$ cat src/shared/bbrx_defines.vh
/*
 Constants for the baseband receive and auxiliary converter port:
 register offsets, field positions, reset values and timing counts.
 Assumes a 250 MHz system clock (4 ns period).
*/
`ifndef BBRX_DEFINES_VH
`define BBRX_DEFINES_VH

// System clock period in ps
`define BBRX_CLK_PS 4000
// Chip-rate x8 clock period, ps (101.6 ns)
`define BBRX_CHIP_RATE_X8_CLOCK_PS 101600
// Half period in cycles, rounded down (12 cycles), not clamped
`define BBRX_CHIP_RATE_X8_CLOCK_HALF ((`BBRX_CHIP_RATE_X8_CLOCK_PS / 2) / `BBRX_CLK_PS)
// Calibration time in us
`define BBRX_CAL_US 26000
// Calibration cycles
`define BBRX_CAL_CYC ((`BBRX_CAL_US * 1000) / (`BBRX_CLK_PS / 1000))
// Aux serial clock high and low, ps
`define BBRX_AUX_HI_PS 810000
`define BBRX_AUX_LO_PS 1620000
`define BBRX_AUX_HI_CYC (`BBRX_AUX_HI_PS / `BBRX_CLK_PS)
`define BBRX_AUX_LO_CYC (`BBRX_AUX_LO_PS / `BBRX_CLK_PS)
// Data valid before aux clock rise, ps (1 us)
`define BBRX_AUX_SETUP_PS 1000000
`define BBRX_AUX_SETUP_CYC (`BBRX_AUX_SETUP_PS / `BBRX_CLK_PS)
// Aux conversion time (inside 40 us limit), cycles
`define BBRX_AUX_CONV_CYC 2000
// Minimum request high time, ns, and cycles rounded up
`define BBRX_AUX_REQ_NS 100
`define BBRX_AUX_REQ_CYC ((`BBRX_AUX_REQ_NS * 1000 + `BBRX_CLK_PS - 1) / `BBRX_CLK_PS)

// Register byte offsets
`define BBRX_REG_CTRL 8'h00
`define BBRX_REG_STATUS 8'h04
`define BBRX_REG_TRIM 8'h08
`define BBRX_REG_AUX 8'h0C
`define BBRX_REG_CAL_IN 8'h10
// Control fields
`define BBRX_CTRL_CDMA 0
`define BBRX_CTRL_MXS 1
`define BBRX_CTRL_SEL_LO 2
`define BBRX_CTRL_RECAL 4
`define BBRX_CTRL_RESET 32'h00000000
// Status fields
`define BBRX_ST_CAL 0
`define BBRX_ST_AUXBUSY 1
`define BBRX_ST_DONE 2

`endif

$ cat src/design/bbrx_shift8.v
/*
 Eight-bit MSB-first load/shift register shared by the serial outputs.
 Assumes load and shift come from the same clock domain.
*/
`timescale 1ns/1ps
module bbrx_shift8
(
    // Clock and reset
    input wire sys_clk_i,
    input wire reset_i,
    // Control
    input wire load_i,
    input wire [7:0] data_i,
    input wire shift_i,
    // Serial bit
    output reg bit_o
);
    reg [7:0] sreg; // Holding word

    // Load or shift, MSB leaves first
    always @(posedge sys_clk_i)
    begin
        if (reset_i)
        begin
            sreg <= 8'h00;
            bit_o <= 1'b0;
        end
        else if (load_i)
        begin
            sreg <= {data_i[6:0], 1'b0};
            bit_o <= data_i[7];
        end
        else if (shift_i)
        begin
            sreg <= {sreg[6:0], 1'b0};
            bit_o <= sreg[7];
        end
    end
endmodule

$ cat src/design/bbrx_port.v
/*
 Baseband receive and auxiliary converter port, digital side.
 Assumes converter results arrive as parallel words already sampled,
 and the processor's FM clock and strobe are asynchronous pins.
*/
`timescale 1ns/1ps
`include "bbrx_defines.vh"
module bbrx_port
#(
    parameter CAL_CYC = `BBRX_CAL_CYC,
    parameter AUX_CONV_CYC = `BBRX_AUX_CONV_CYC
)
(
    // Clock and reset
    input wire sys_clk_i,
    input wire reset_i,
    // AXI4-Lite slave
    input wire [7:0] s_axi_awaddr,
    input wire s_axi_awvalid,
    output reg s_axi_awready,
    input wire [31:0] s_axi_wdata,
    input wire [3:0] s_axi_wstrb,
    input wire s_axi_wvalid,
    output reg s_axi_wready,
    output reg [1:0] s_axi_bresp,
    output reg s_axi_bvalid,
    input wire s_axi_bready,
    input wire [7:0] s_axi_araddr,
    input wire s_axi_arvalid,
    output reg s_axi_arready,
    output reg [31:0] s_axi_rdata,
    output reg [1:0] s_axi_rresp,
    output reg s_axi_rvalid,
    input wire s_axi_rready,
    // Converter results (same domain)
    input wire [3:0] cdma_i_code_i,
    input wire [3:0] cdma_q_code_i,
    input wire [7:0] fm_i_code_i,
    input wire [7:0] fm_q_code_i,
    input wire [7:0] aux_code_i,
    input wire cal_pass_gt_i,
    // Processor pins
    input wire fm_sample_clock_i,
    input wire fm_receive_strobe_i,
    input wire aux_convert_request_i,
    input wire aux_channel_sel_low_i,
    input wire aux_channel_sel_high_i,
    // CDMA outputs
    output reg [3:0] rx_inphase_sample_bus_o,
    output reg [3:0] rx_quadrature_sample_bus_o,
    output reg chip_rate_x8_clock_o,
    // Calibration outputs
    output reg cal_active_o,
    output reg test_tone_high_o,
    output reg [7:0] inphase_cutoff_trim_dac_o,
    output reg [7:0] quadrature_cutoff_trim_dac_o,
    output reg [7:0] gain_balance_trim_dac_o,
    // FM outputs
    output reg fm_inphase_serial_word_o,
    output reg fm_quadrature_serial_word_o,
    output reg fm_sample_o,
    // Aux outputs
    output reg [1:0] aux_mux_sel_o,
    output reg aux_power_o,
    output reg aux_sample_o,
    output reg aux_serial_clock_o,
    output reg aux_serial_output_o
);
    localparam HALF = `BBRX_CHIP_RATE_X8_CLOCK_HALF;
    // Calibration states
    localparam C_IDLE = 2'b00;
    localparam C_RUN = 2'b01;
    localparam C_DONE = 2'b10;
    // Aux states
    localparam A_IDLE = 3'b000;
    localparam A_CONV = 3'b001;
    localparam A_LOW = 3'b010;
    localparam A_HIGH = 3'b011;
    localparam A_WAIT = 3'b100;

    reg [31:0] ctrl; // Software control word
    reg [2:0] fck_s, stb_s, req_s, sel_s0, sel_s1; // Pin synchronisers
    reg [1:0] sel_q; // Synchronised channel pins
    reg cdma_q; // Previous mode
    reg [7:0] div_cnt; // Chip-rate divider
    reg [1:0] cstate;
    reg [31:0] cal_cnt;
    reg [1:0] trim_idx; // Which DAC is searched
    reg [2:0] bit_idx; // Bit under trial
    reg [7:0] fm_cnt; // FM bit counter
    reg fm_busy;
    reg [2:0] astate;
    reg [31:0] a_cnt;
    reg [3:0] a_bits;
    reg [7:0] req_hi; // Request high-time counter
    wire cdma = ctrl[`BBRX_CTRL_CDMA];
    wire fck_fall = fck_s[2] & ~fck_s[1];
    wire fm_load, fm_shift, a_load, a_shift;
    wire fmi_bit, fmq_bit, aux_bit;

    // Bit trial mask for the SAR step
    function [7:0] sar_mask;
        input [2:0] b;
        sar_mask = 8'h01 << b;
    endfunction

    // Synchronise all processor pins through three flops
    always @(posedge sys_clk_i)
    begin
        if (reset_i)
        begin
            fck_s <= 3'h0;
            stb_s <= 3'h0;
            req_s <= 3'h0;
            sel_s0 <= 3'h0;
            sel_s1 <= 3'h0;
        end
        else
        begin
            fck_s <= {fck_s[1:0], fm_sample_clock_i};
            stb_s <= {stb_s[1:0], fm_receive_strobe_i};
            req_s <= {req_s[1:0], aux_convert_request_i};
            sel_s0 <= {sel_s0[1:0], aux_channel_sel_low_i};
            sel_s1 <= {sel_s1[1:0], aux_channel_sel_high_i};
        end
    end

    // Chip-rate clock divider and sample bus
    always @(posedge sys_clk_i)
    begin
        if (reset_i)
        begin
            div_cnt <= 8'h00;
            chip_rate_x8_clock_o <= 1'b0;
            rx_inphase_sample_bus_o <= 4'h0;
            rx_quadrature_sample_bus_o <= 4'h0;
        end
        else if (div_cnt == HALF - 1)
        begin
            div_cnt <= 8'h00;
            chip_rate_x8_clock_o <= ~chip_rate_x8_clock_o;
            if (chip_rate_x8_clock_o && cdma)
            begin
                rx_inphase_sample_bus_o <= cdma_i_code_i;
                rx_quadrature_sample_bus_o <= cdma_q_code_i;
            end
        end
        else
            div_cnt <= div_cnt + 8'h01;
    end

    // Calibration sequencer; balance first, then I and Q cutoff
    always @(posedge sys_clk_i)
    begin
        if (reset_i)
        begin
            cdma_q <= 1'b0;
            cstate <= C_IDLE;
            cal_cnt <= 32'h0;
            trim_idx <= 2'h0;
            bit_idx <= 3'h7;
            cal_active_o <= 1'b0;
            test_tone_high_o <= 1'b0;
            inphase_cutoff_trim_dac_o <= 8'h80;
            quadrature_cutoff_trim_dac_o <= 8'h80;
            gain_balance_trim_dac_o <= 8'h80;
        end
        else
        begin
            cdma_q <= cdma;
            case (cstate)
                C_IDLE, C_DONE:
                    if ((cdma && !cdma_q) || (cdma && ctrl[`BBRX_CTRL_RECAL]))
                    begin
                        cstate <= C_RUN;
                        cal_cnt <= 32'h0;
                        trim_idx <= 2'h0;
                        bit_idx <= 3'h7;
                        cal_active_o <= 1'b1;
                        test_tone_high_o <= 1'b0;
                        gain_balance_trim_dac_o <= 8'h80;
                        inphase_cutoff_trim_dac_o <= 8'h80;
                        quadrature_cutoff_trim_dac_o <= 8'h80;
                    end
                C_RUN:
                begin
                    cal_cnt <= cal_cnt + 32'h1;
                    if (cal_cnt == CAL_CYC - 1)
                    begin
                        cstate <= C_DONE;
                        cal_active_o <= 1'b0;
                        test_tone_high_o <= 1'b0;
                    end
                    else if (cal_cnt[11:0] == 12'hFFF && trim_idx != 2'h3)
                    begin
                        case (trim_idx)
                            2'h0: gain_balance_trim_dac_o <=
                                (gain_balance_trim_dac_o
                                 & ~(cal_pass_gt_i ? 8'h00 : sar_mask(bit_idx)))
                                | (bit_idx != 3'h0 ? sar_mask(bit_idx - 3'h1)
                                   : 8'h00);
                            2'h1: inphase_cutoff_trim_dac_o <=
                                (inphase_cutoff_trim_dac_o
                                 & ~(cal_pass_gt_i ? 8'h00 : sar_mask(bit_idx)))
                                | (bit_idx != 3'h0 ? sar_mask(bit_idx - 3'h1)
                                   : 8'h00);
                            default: quadrature_cutoff_trim_dac_o <=
                                (quadrature_cutoff_trim_dac_o
                                 & ~(cal_pass_gt_i ? 8'h00 : sar_mask(bit_idx)))
                                | (bit_idx != 3'h0 ? sar_mask(bit_idx - 3'h1)
                                   : 8'h00);
                        endcase
                        bit_idx <= bit_idx - 3'h1;
                        if (bit_idx == 3'h0)
                        begin
                            trim_idx <= trim_idx + 2'h1;
                            // Tone moves to transition band after balance
                            test_tone_high_o <= 1'b1;
                        end
                    end
                end
                default: cstate <= C_IDLE;
            endcase
        end
    end

    // Strobe sampled at FM clock fall
    assign fm_load = fck_fall && stb_s[2] && !cdma && !fm_busy;
    assign fm_shift = fck_fall && fm_busy;
    // FM path uses trims as left by CDMA

    // FM word framing
    always @(posedge sys_clk_i)
    begin
        if (reset_i)
        begin
            fm_busy <= 1'b0;
            fm_cnt <= 8'h00;
            fm_sample_o <= 1'b0;
            fm_inphase_serial_word_o <= 1'b0;
            fm_quadrature_serial_word_o <= 1'b0;
        end
        else
        begin
            fm_sample_o <= fm_load;
            if (fm_load)
            begin
                fm_busy <= 1'b1;
                fm_cnt <= 8'h00;
            end
            else if (fm_shift)
            begin
                fm_cnt <= fm_cnt + 8'h01;
                if (fm_cnt == 8'h07)
                    fm_busy <= 1'b0;
            end
            fm_inphase_serial_word_o <= fm_busy & fmi_bit;
            fm_quadrature_serial_word_o <= fm_busy & fmq_bit;
        end
    end

    bbrx_shift8 u_fmi
    (
        .sys_clk_i(sys_clk_i),
        .reset_i(reset_i),
        .load_i(fm_load),
        .data_i(fm_i_code_i),
        .shift_i(fm_shift),
        .bit_o(fmi_bit)
    );
    bbrx_shift8 u_fmq
    (
        .sys_clk_i(sys_clk_i),
        .reset_i(reset_i),
        .load_i(fm_load),
        .data_i(fm_q_code_i),
        .shift_i(fm_shift),
        .bit_o(fmq_bit)
    );

    assign a_load = (astate == A_CONV) && (a_cnt == AUX_CONV_CYC - 1);
    assign a_shift = (astate == A_HIGH) && (a_cnt == `BBRX_AUX_HI_CYC - 1);

    // Aux converter: request, convert, shift eight bits
    always @(posedge sys_clk_i)
    begin
        if (reset_i)
        begin
            astate <= A_IDLE;
            a_cnt <= 32'h0;
            a_bits <= 4'h0;
            req_hi <= 8'h00;
            sel_q <= 2'h0;
            aux_mux_sel_o <= 2'h0;
            aux_power_o <= 1'b0;
            aux_sample_o <= 1'b0;
            aux_serial_clock_o <= 1'b0;
            aux_serial_output_o <= 1'b0;
        end
        else
        begin
            sel_q <= {sel_s1[2], sel_s0[2]};
            aux_mux_sel_o <= ctrl[`BBRX_CTRL_MXS]
                ? ctrl[`BBRX_CTRL_SEL_LO+1:`BBRX_CTRL_SEL_LO] : sel_q;
            aux_sample_o <= a_load;
            req_hi <= req_s[2] ? (req_hi == 8'hFF ? req_hi : req_hi + 8'h01)
                               : 8'h00;
            case (astate)
                A_IDLE:
                begin
                    aux_power_o <= 1'b0;
                    aux_serial_clock_o <= 1'b0;
                    aux_serial_output_o <= 1'b0;
                    if (req_hi == `BBRX_AUX_REQ_CYC)
                    begin
                        astate <= A_CONV;
                        a_cnt <= 32'h0;
                        aux_power_o <= 1'b1;
                    end
                end
                A_CONV:
                begin
                    a_cnt <= a_cnt + 32'h1;
                    if (a_load)
                    begin
                        astate <= A_LOW;
                        a_cnt <= 32'h0;
                        a_bits <= 4'h0;
                    end
                end
                // Low phase, data leads rise by setup less one cycle
                A_LOW:
                begin
                    a_cnt <= a_cnt + 32'h1;
                    if (a_cnt == `BBRX_AUX_LO_CYC - `BBRX_AUX_SETUP_CYC)
                        aux_serial_output_o <= aux_bit;
                    if (a_cnt == `BBRX_AUX_LO_CYC - 1)
                    begin
                        astate <= A_HIGH;
                        a_cnt <= 32'h0;
                        aux_serial_clock_o <= 1'b1;
                    end
                end
                A_HIGH:
                begin
                    a_cnt <= a_cnt + 32'h1;
                    if (a_shift)
                    begin
                        a_cnt <= 32'h0;
                        aux_serial_clock_o <= 1'b0;
                        a_bits <= a_bits + 4'h1;
                        astate <= (a_bits == 4'h7) ? A_WAIT : A_LOW;
                    end
                end
                // Wait for request release before re-arming
                A_WAIT:
                begin
                    aux_serial_output_o <= 1'b0;
                    aux_power_o <= 1'b0;
                    if (!req_s[2])
                        astate <= A_IDLE;
                end
                default: astate <= A_IDLE;
            endcase
        end
    end

    bbrx_shift8 u_aux
    (
        .sys_clk_i(sys_clk_i),
        .reset_i(reset_i),
        .load_i(a_load),
        .data_i(aux_code_i),
        .shift_i(a_shift),
        .bit_o(aux_bit)
    );

    // AXI4-Lite: one access each way, both halves taken together
    always @(posedge sys_clk_i)
    begin
        if (reset_i)
        begin
            ctrl <= `BBRX_CTRL_RESET;
            s_axi_awready <= 1'b0;
            s_axi_wready <= 1'b0;
            s_axi_bvalid <= 1'b0;
            s_axi_bresp <= 2'b00;
            s_axi_arready <= 1'b0;
            s_axi_rvalid <= 1'b0;
            s_axi_rresp <= 2'b00;
            s_axi_rdata <= 32'h0;
        end
        else
        begin
            // Re-trigger bit is self-clearing
            ctrl[`BBRX_CTRL_RECAL] <= 1'b0;
            s_axi_awready <= 1'b0;
            s_axi_wready <= 1'b0;
            s_axi_arready <= 1'b0;
            if (s_axi_bvalid && s_axi_bready)
                s_axi_bvalid <= 1'b0;
            if (s_axi_rvalid && s_axi_rready)
                s_axi_rvalid <= 1'b0;
            if (s_axi_awvalid && s_axi_wvalid && !s_axi_bvalid
                && !s_axi_awready)
            begin
                s_axi_awready <= 1'b1;
                s_axi_wready <= 1'b1;
                s_axi_bvalid <= 1'b1;
                s_axi_bresp <= 2'b00;
                if (s_axi_awaddr == `BBRX_REG_CTRL)
                begin
                    if (s_axi_wstrb[0])
                        ctrl[7:0] <= s_axi_wdata[7:0];
                end
                else
                    s_axi_bresp <= 2'b10;
            end
            if (s_axi_arvalid && !s_axi_rvalid && !s_axi_arready)
            begin
                s_axi_arready <= 1'b1;
                s_axi_rvalid <= 1'b1;
                s_axi_rresp <= 2'b00;
                case (s_axi_araddr)
                    `BBRX_REG_CTRL: s_axi_rdata <= {24'h0, ctrl[7:0]};
                    `BBRX_REG_STATUS: s_axi_rdata <= {29'h0,
                        cstate == C_DONE, astate != A_IDLE, cal_active_o};
                    `BBRX_REG_TRIM: s_axi_rdata <= {8'h00,
                        gain_balance_trim_dac_o,
                        quadrature_cutoff_trim_dac_o,
                        inphase_cutoff_trim_dac_o};
                    `BBRX_REG_AUX: s_axi_rdata <= {22'h0, aux_mux_sel_o,
                        aux_code_i};
                    default:
                    begin
                        s_axi_rdata <= 32'h0;
                        s_axi_rresp <= 2'b10;
                    end
                endcase
            end
        end
    end
endmodule

$ cat config.mk
export PLATFORM = sky130hd
export DESIGN_NAME = bbrx_port
export DESIGN_NICKNAME = d
export VERILOG_FILES = /design/src/design/bbrx_shift8.v /design/src/design/bbrx_port.v
export VERILOG_INCLUDE_DIRS = /design/src /design/src/shared
export SDC_FILE = /design/constraint.sdc
export NUM_CORES = 1
export LEC_CHECK = 0
export BUFFER_PORTS_ARGS = -buffer_cell sky130_fd_sc_hd__buf_4
export CAP_MARGIN = 20
export CORE_UTILIZATION = 56
export DETAILED_ROUTE_END_ITERATION = 10
export PLACE_DENSITY = 0.9
export SLEW_MARGIN = 30
export SYNTH_ARGS = -nofsm -noshare
export SYNTH_HDL_FRONTEND = slang
export SYNTH_SLANG_ARGS = --single-unit
$ cat constraint.sdc
create_clock -name sys_clk_i -period 2.7 [get_ports sys_clk_i]
set_clock_uncertainty 0.1 [all_clocks]
set_input_delay 0.135 -clock sys_clk_i [delete_from_list [all_inputs] [get_ports sys_clk_i]]
set_output_delay 0.135 -clock sys_clk_i [all_outputs]
set_load 0.01 [all_outputs]
* Word level (Yosys, flattened, before mapping) *
Cells that the tools add are included.

storage, ports and cells
  flip-flop bits (word level) = 237
  word-level logic and storage cells = 266

cells by class
  add/sub/neg operators = 8
  eq/ne operators = 38
  shifts and indexed selects = 2
  multiplexer cells = 84
  bitwise gates (word level) = 16
  reduce and logical (&&, ||, !) cells = 69

operators by type and width
  operator                                                           number
  32-bit two-way mux                                                 5
  8-bit two-way mux                                                  18
  32-bit case mux with 4 select lines                                1
  24-bit case mux with 4 select lines                                1
  32-bit by 1-bit adder with 32-bit output, second input constant    2
  32-bit by 8-bit == test with 1-bit output, second input constant   2
  32-bit case mux with 2 select lines                                1
  8-bit case mux with 2 select lines                                 3
  32-bit by 11-bit == test with 1-bit output, second input constant  1
  32-bit by 23-bit == test with 1-bit output, second input constant  1
  32-bit by 9-bit == test with 1-bit output, second input constant   1
  3-bit two-way mux                                                  9
  2-bit != test, second input constant                               13
  1-bit two-way mux                                                  25
  5-bit AND reduction                                                5
  8-bit by 1-bit adder with 8-bit output, second input constant      3
  8-bit AND                                                          3
  8-bit by 4-bit == test with 1-bit output, second input constant    3
  8-bit bitwise OR                                                   3
  2-bit two-way mux                                                  9
  2-bit nonzero test                                                 9
  1-bit logical AND                                                  17
  8-bit by 3-bit == test with 1-bit output, second input constant    2
  8-bit logical NOT                                                  2
  36 further kinds                                                   78

* Longest topological paths before layout *
  depth in word-level cells = 9
  mapped depth = 10
  depth with buffers taken out = 8

* Hierarchy *
From an unflattened synthesis, not the netlist that was laid out.

second synthesis, totals
  cells, all modules = 1119
  area, all modules = 10128.5 sq um

modules (own cells, without submodules)
  module       instances  cells each  area an instance (sq um)
  bbrx_port    1          1014        9021.2
  bbrx_shift8  3          35          369.1

* Least setup slack after synthesis *
Ideal clock, no wire load.

  path kind = register to register
  from = reg a_cnt[0]
  to = reg a_cnt[10]
  arrival time = 2.066 ns
  setup slack = 0.418 ns
  cell stages (with the launch flop) = 9
  path buffers = 2
  period minus slack after synthesis = 2.282 ns
  cell sequence = dfxtp_1 ha_1 and4b_1 nand4_1 a211oi_2 o22ai_1 buf_4 buf_4 a22o_1

between the ends
  word-level cells in the longest chain between the ends = 4
  elaborated cells on any way between the ends = 10
  those cells by class = 1 x add/sub; 3 x eq/ne; 4 x mux; 2 x reduce/logical

RTL lines
  element                                                                           line             source
  from (decl)                                                                       bbrx_port.v:93   reg [31:0] a_cnt;
  from (signal assigned)                                                            bbrx_port.v:323  a_cnt <= a_cnt + 32'h1;
  from (signal assigned)                                                            bbrx_port.v:334  a_cnt <= a_cnt + 32'h1;
  from (signal assigned)                                                            bbrx_port.v:346  a_cnt <= a_cnt + 32'h1;
  branches (longest 3 deep; another with 32-bit by 1-bit adder with 32-bit output)  n/a
  32-bit case mux with 4 select lines (*)                                           bbrx_port.v:308  case (astate)

Every way passes the cells marked *.
A chain may end at the register's enable or synchronous reset.

* Worst setup path in the final report *
  from = reg cal_cnt[0]
  to = reg gain_balance_trim_dac_o[4]

between the ends
  word-level cells in the longest chain between the ends = 4
  elaborated cells on any way between the ends = 6
  those cells by class = 4 x eq/ne; 2 x reduce/logical

RTL lines
  element                                   line             source
  from (decl)                               bbrx_port.v:87   reg [31:0] cal_cnt;
  from (signal assigned)                    bbrx_port.v:187  cal_cnt <= cal_cnt + 32'h1;
  12-bit == test                            bbrx_port.v:194  else if (cal_cnt[11:0] == 12'hFFF && trim_idx != 2'h3)
  1-bit logical AND                         bbrx_port.v:194
  2-bit != test (no source line)            n/a
  5-bit AND reduction (no source line) (*)  n/a
  to (signal assigned)                      bbrx_port.v:197  2'h0: gain_balance_trim_dac_o <=
  to (decl)                                 bbrx_port.v:57   output reg [7:0] gain_balance_trim_dac_o,

Every way passes the cells marked *; elsewhere a longest branch is shown, timed or not.

==> impl_metrics.tcl <==
set metrics [dict create \
    drc 0 \
    die_h_microns 137 \
    die_w_microns 137 \
    setup_viol 0 \
    numCtsBuffers 24 \
    vias_per_cell 5.88 \
    wl_microns 26500 \
    num_rows 49 \
    synthesis.area_per_instance_sq_um 8.53 \
    synth_area_sq_um 10300 \
    synth_most_common_cell "dfxtp_1" \
    insertion_delay_ns 0.51 \
    min_path_type "input port to flip-flop" \
    outcome "complete, no violations" \
    vias 9642 \
    worstSetupPathType "flip-flop to flip-flop" \
    worst_pin_slew_ns 0.790 \
    synthCells 1202 \
    cp_max_fo 16 \
    fin_ws_ns 0.124 \
    dp_cells 1521 \
    cts_max_path_buffers 3 \
    ios 182 \
    cts_setup_buffers 0 \
    synth_edf_count 0 \
    ys_seq_area_share_pct 44.3 \
    antenna_found_initial 0 \
    dr.pass1.iters 5 \
    grt_max_degree 71 \
    power.density_nw_per_um2 597 \
    synth_top_cell_by_area "dfxtp_1" \
    fp.dieArea_sq_um 18900 \
    final.period_utilization_pct 95.4 \
    synth_top_area_share_pct 44.3 \
    maxSlewViolCount 0 \
    fin_setup_tns_ns 0 \
    slew_headroom_pct 47.4 \
    drt_iter0_drc 870 \
    hold_viol 0 \
    grt_pass1_vias 8878 \
    reg2reg_slack_ns 0.12 \
    ys_warn_count 0 \
    cp-end-kind "flip-flop" \
    hold_end "quadrature_cutoff_trim_dac_o[4]" \
    synth_seq_cells 227 \
    final_antenna_net_count 0 \
    max_freq_mhz 388 \
    async_flop_share_pct 0 \
    rsz0062_at_grt "no" \
    ys.flop_type "dfxtp_1" \
    worst_r2r_endpoint "gain_balance_trim_dac_o[4]" \
    place_ws_ns 0.211 \
    nets 1508 \
    track_usage_pct 27.7 \
    startpoint_type "flip-flop" \
    reg2reg_from "cal_cnt[0]" \
    hp-start "cal_pass_gt_i" \
    p_leak_nw 5.00 \
    dp_hpwl_microns 16900 \
    start_util_pct 57.1 \
    maxCapViolations 0 \
    grt_overflow_total 0 \
    p_total_mw 7.77 \
    cts_tree "yes" \
    wire_per_inst_microns 16.2 \
    stdcell_count 1639 \
    clockRootBuffer "clkbuf_16" \
    area_growth_pct 26.9 \
    min_path_cells 3 \
    design.core.area_sq_um 18000 \
    ys_top_cells_by_count "dfxtp_1, nor2_1, nand2_1" \
    grt_pass1_wl_microns 42300 \
    cts_htree_levels 1 \
    ir_worst_vdd_mv 0.505 \
    numPortBuffers 144 \
    synthTopCellsByArea "dfxtp_1, nor2_1, nand2_1" \
    clock_sinks 227 \
    critPathRequiredTime_ns 2.99 \
    synth_cell_types 71 \
    clkTransAtPathRegs_ns 0.06 \
    gp_congestion 0.931 \
    diodes 0 \
    layout-drive-gt1-share_pct 17.0 \
    min_period_ns 2.58 \
    rr_worst_depth 7 \
    arrival_ns 2.87 \
]
==> state kept, by name (all words and copies together), names as in the netlist, 4 cells and up <==
register and flops:
gain_balance_trim_dac_o 8, u_aux.sreg 7, u_fmq.sreg 7, a_cnt 32
a_bits 4, u_fmi.sreg 7, rx_inphase_sample_bus_o 4, req_hi 8
rx_quadrature_sample_bus_o 4, quadrature_cutoff_trim_dac_o 8, s_axi_rdata 24, div_cnt 8
cal_cnt 32, ctrl 8, inphase_cutoff_trim_dac_o 8, fm_cnt 8
==> layer usage <==
layer	share of wire [%]	track usage (%)
met1	41	34.3
met2	49	48.6
met3	7.1	3.90
met4	3.2	10.4
met5	0	0
==> where the power goes <==
part,total (mW),internal (mW),switching (mW)
sequential,3.47,3.40,0.0673
clock,3.44,2.11,1.33
combinational,0.867,0.354,0.513
==> logic make-up after synthesis <==
| family | after synthesis | share of synthesized area [%] |
|---|---|---|
| compound gates | 241 | 15.3 |
| xor+xnor | 28 | 2.39 |
| fa+ha+maj | 18 | 2.20 |
| buf+inv | 96 | 4.23 |
| flops | 227 | 44.3 |
| mux | 43 | 4.58 |
| other cells | 1 | 0.0366 |
| simple gates | 548 | 26.9 |
==> placed cells by master, fill, tap and decap left out, types with 11 or more instances in the layout <==
master         count
inv_1             16
mux2i_1           30
and3_1            26
nor2_1           149
or3_1             13
dfxtp_1          227
a211oi_1          31
ha_1              18
buf_4            160
nor2b_1           38
o21ai_0           25
a21oi_1           89
nor3_1            24
dlygate4sd3_1     75
nor4_1            18
nand2b_1          14
xnor2_1           13
mux2_2            11
clkbuf_16         25
nand3_1           62
nand4_1           23
nand2_1          123
xor2_1            15
a22oi_1           35
==> through the flow <==
step	hold WS, ns	util (%)	cell area (sq um)
after global placement	0.250	63.5	11400
final	0.0279	72.4	13000
after floorplan	0.163	-	10300
after CTS	0.0116	72.3	13000
after detailed placement	0.249	63.5	11400
after global routing	0.0575	72.4	13000
==> final cells by class <==
class	instances	area, sq um
Timing Repair Buffer	236	1960
Tap cell	229	287
Multi-Input combinational cell	888	5320
Clock buffer	33	706
Fill cell	1227	4950
Inverter	16	60.1
Clock inverter	10	125
Sequential cell	227	4540
==> critical path: stages, from the launching register on <==
cell      delay, ns
dfxtp_1        0.36
ha_1           0.20
nand4_1        0.15
or4_1          0.50
nor3_2         0.30
a21o_2         0.37
a21oi_1        0.14
a211oi_1       0.34
==> what timing repair did <==
action,CTS,global route
setup endpoints to repair,0,12
endpoints found under the hold margin,80,0
resized for setup,0,4
hold buffers,75,0
==> worst max-delay path by stage <==
stage	start	end	cells after the start
finish	cal_cnt[0]	gain_balance_trim_dac_o[4]	7
global route	a_cnt[0]	a_cnt[20]	8
CTS	s_axi_awaddr[5]	ctrl[2]	8
detailed placement	a_cnt[0]	a_cnt[20]	8
global placement	a_cnt[0]	a_cnt[27]	7
floorplan	a_cnt[0]	a_cnt[10]	8
Note: power is estimated with default switching activity, not from simulation.
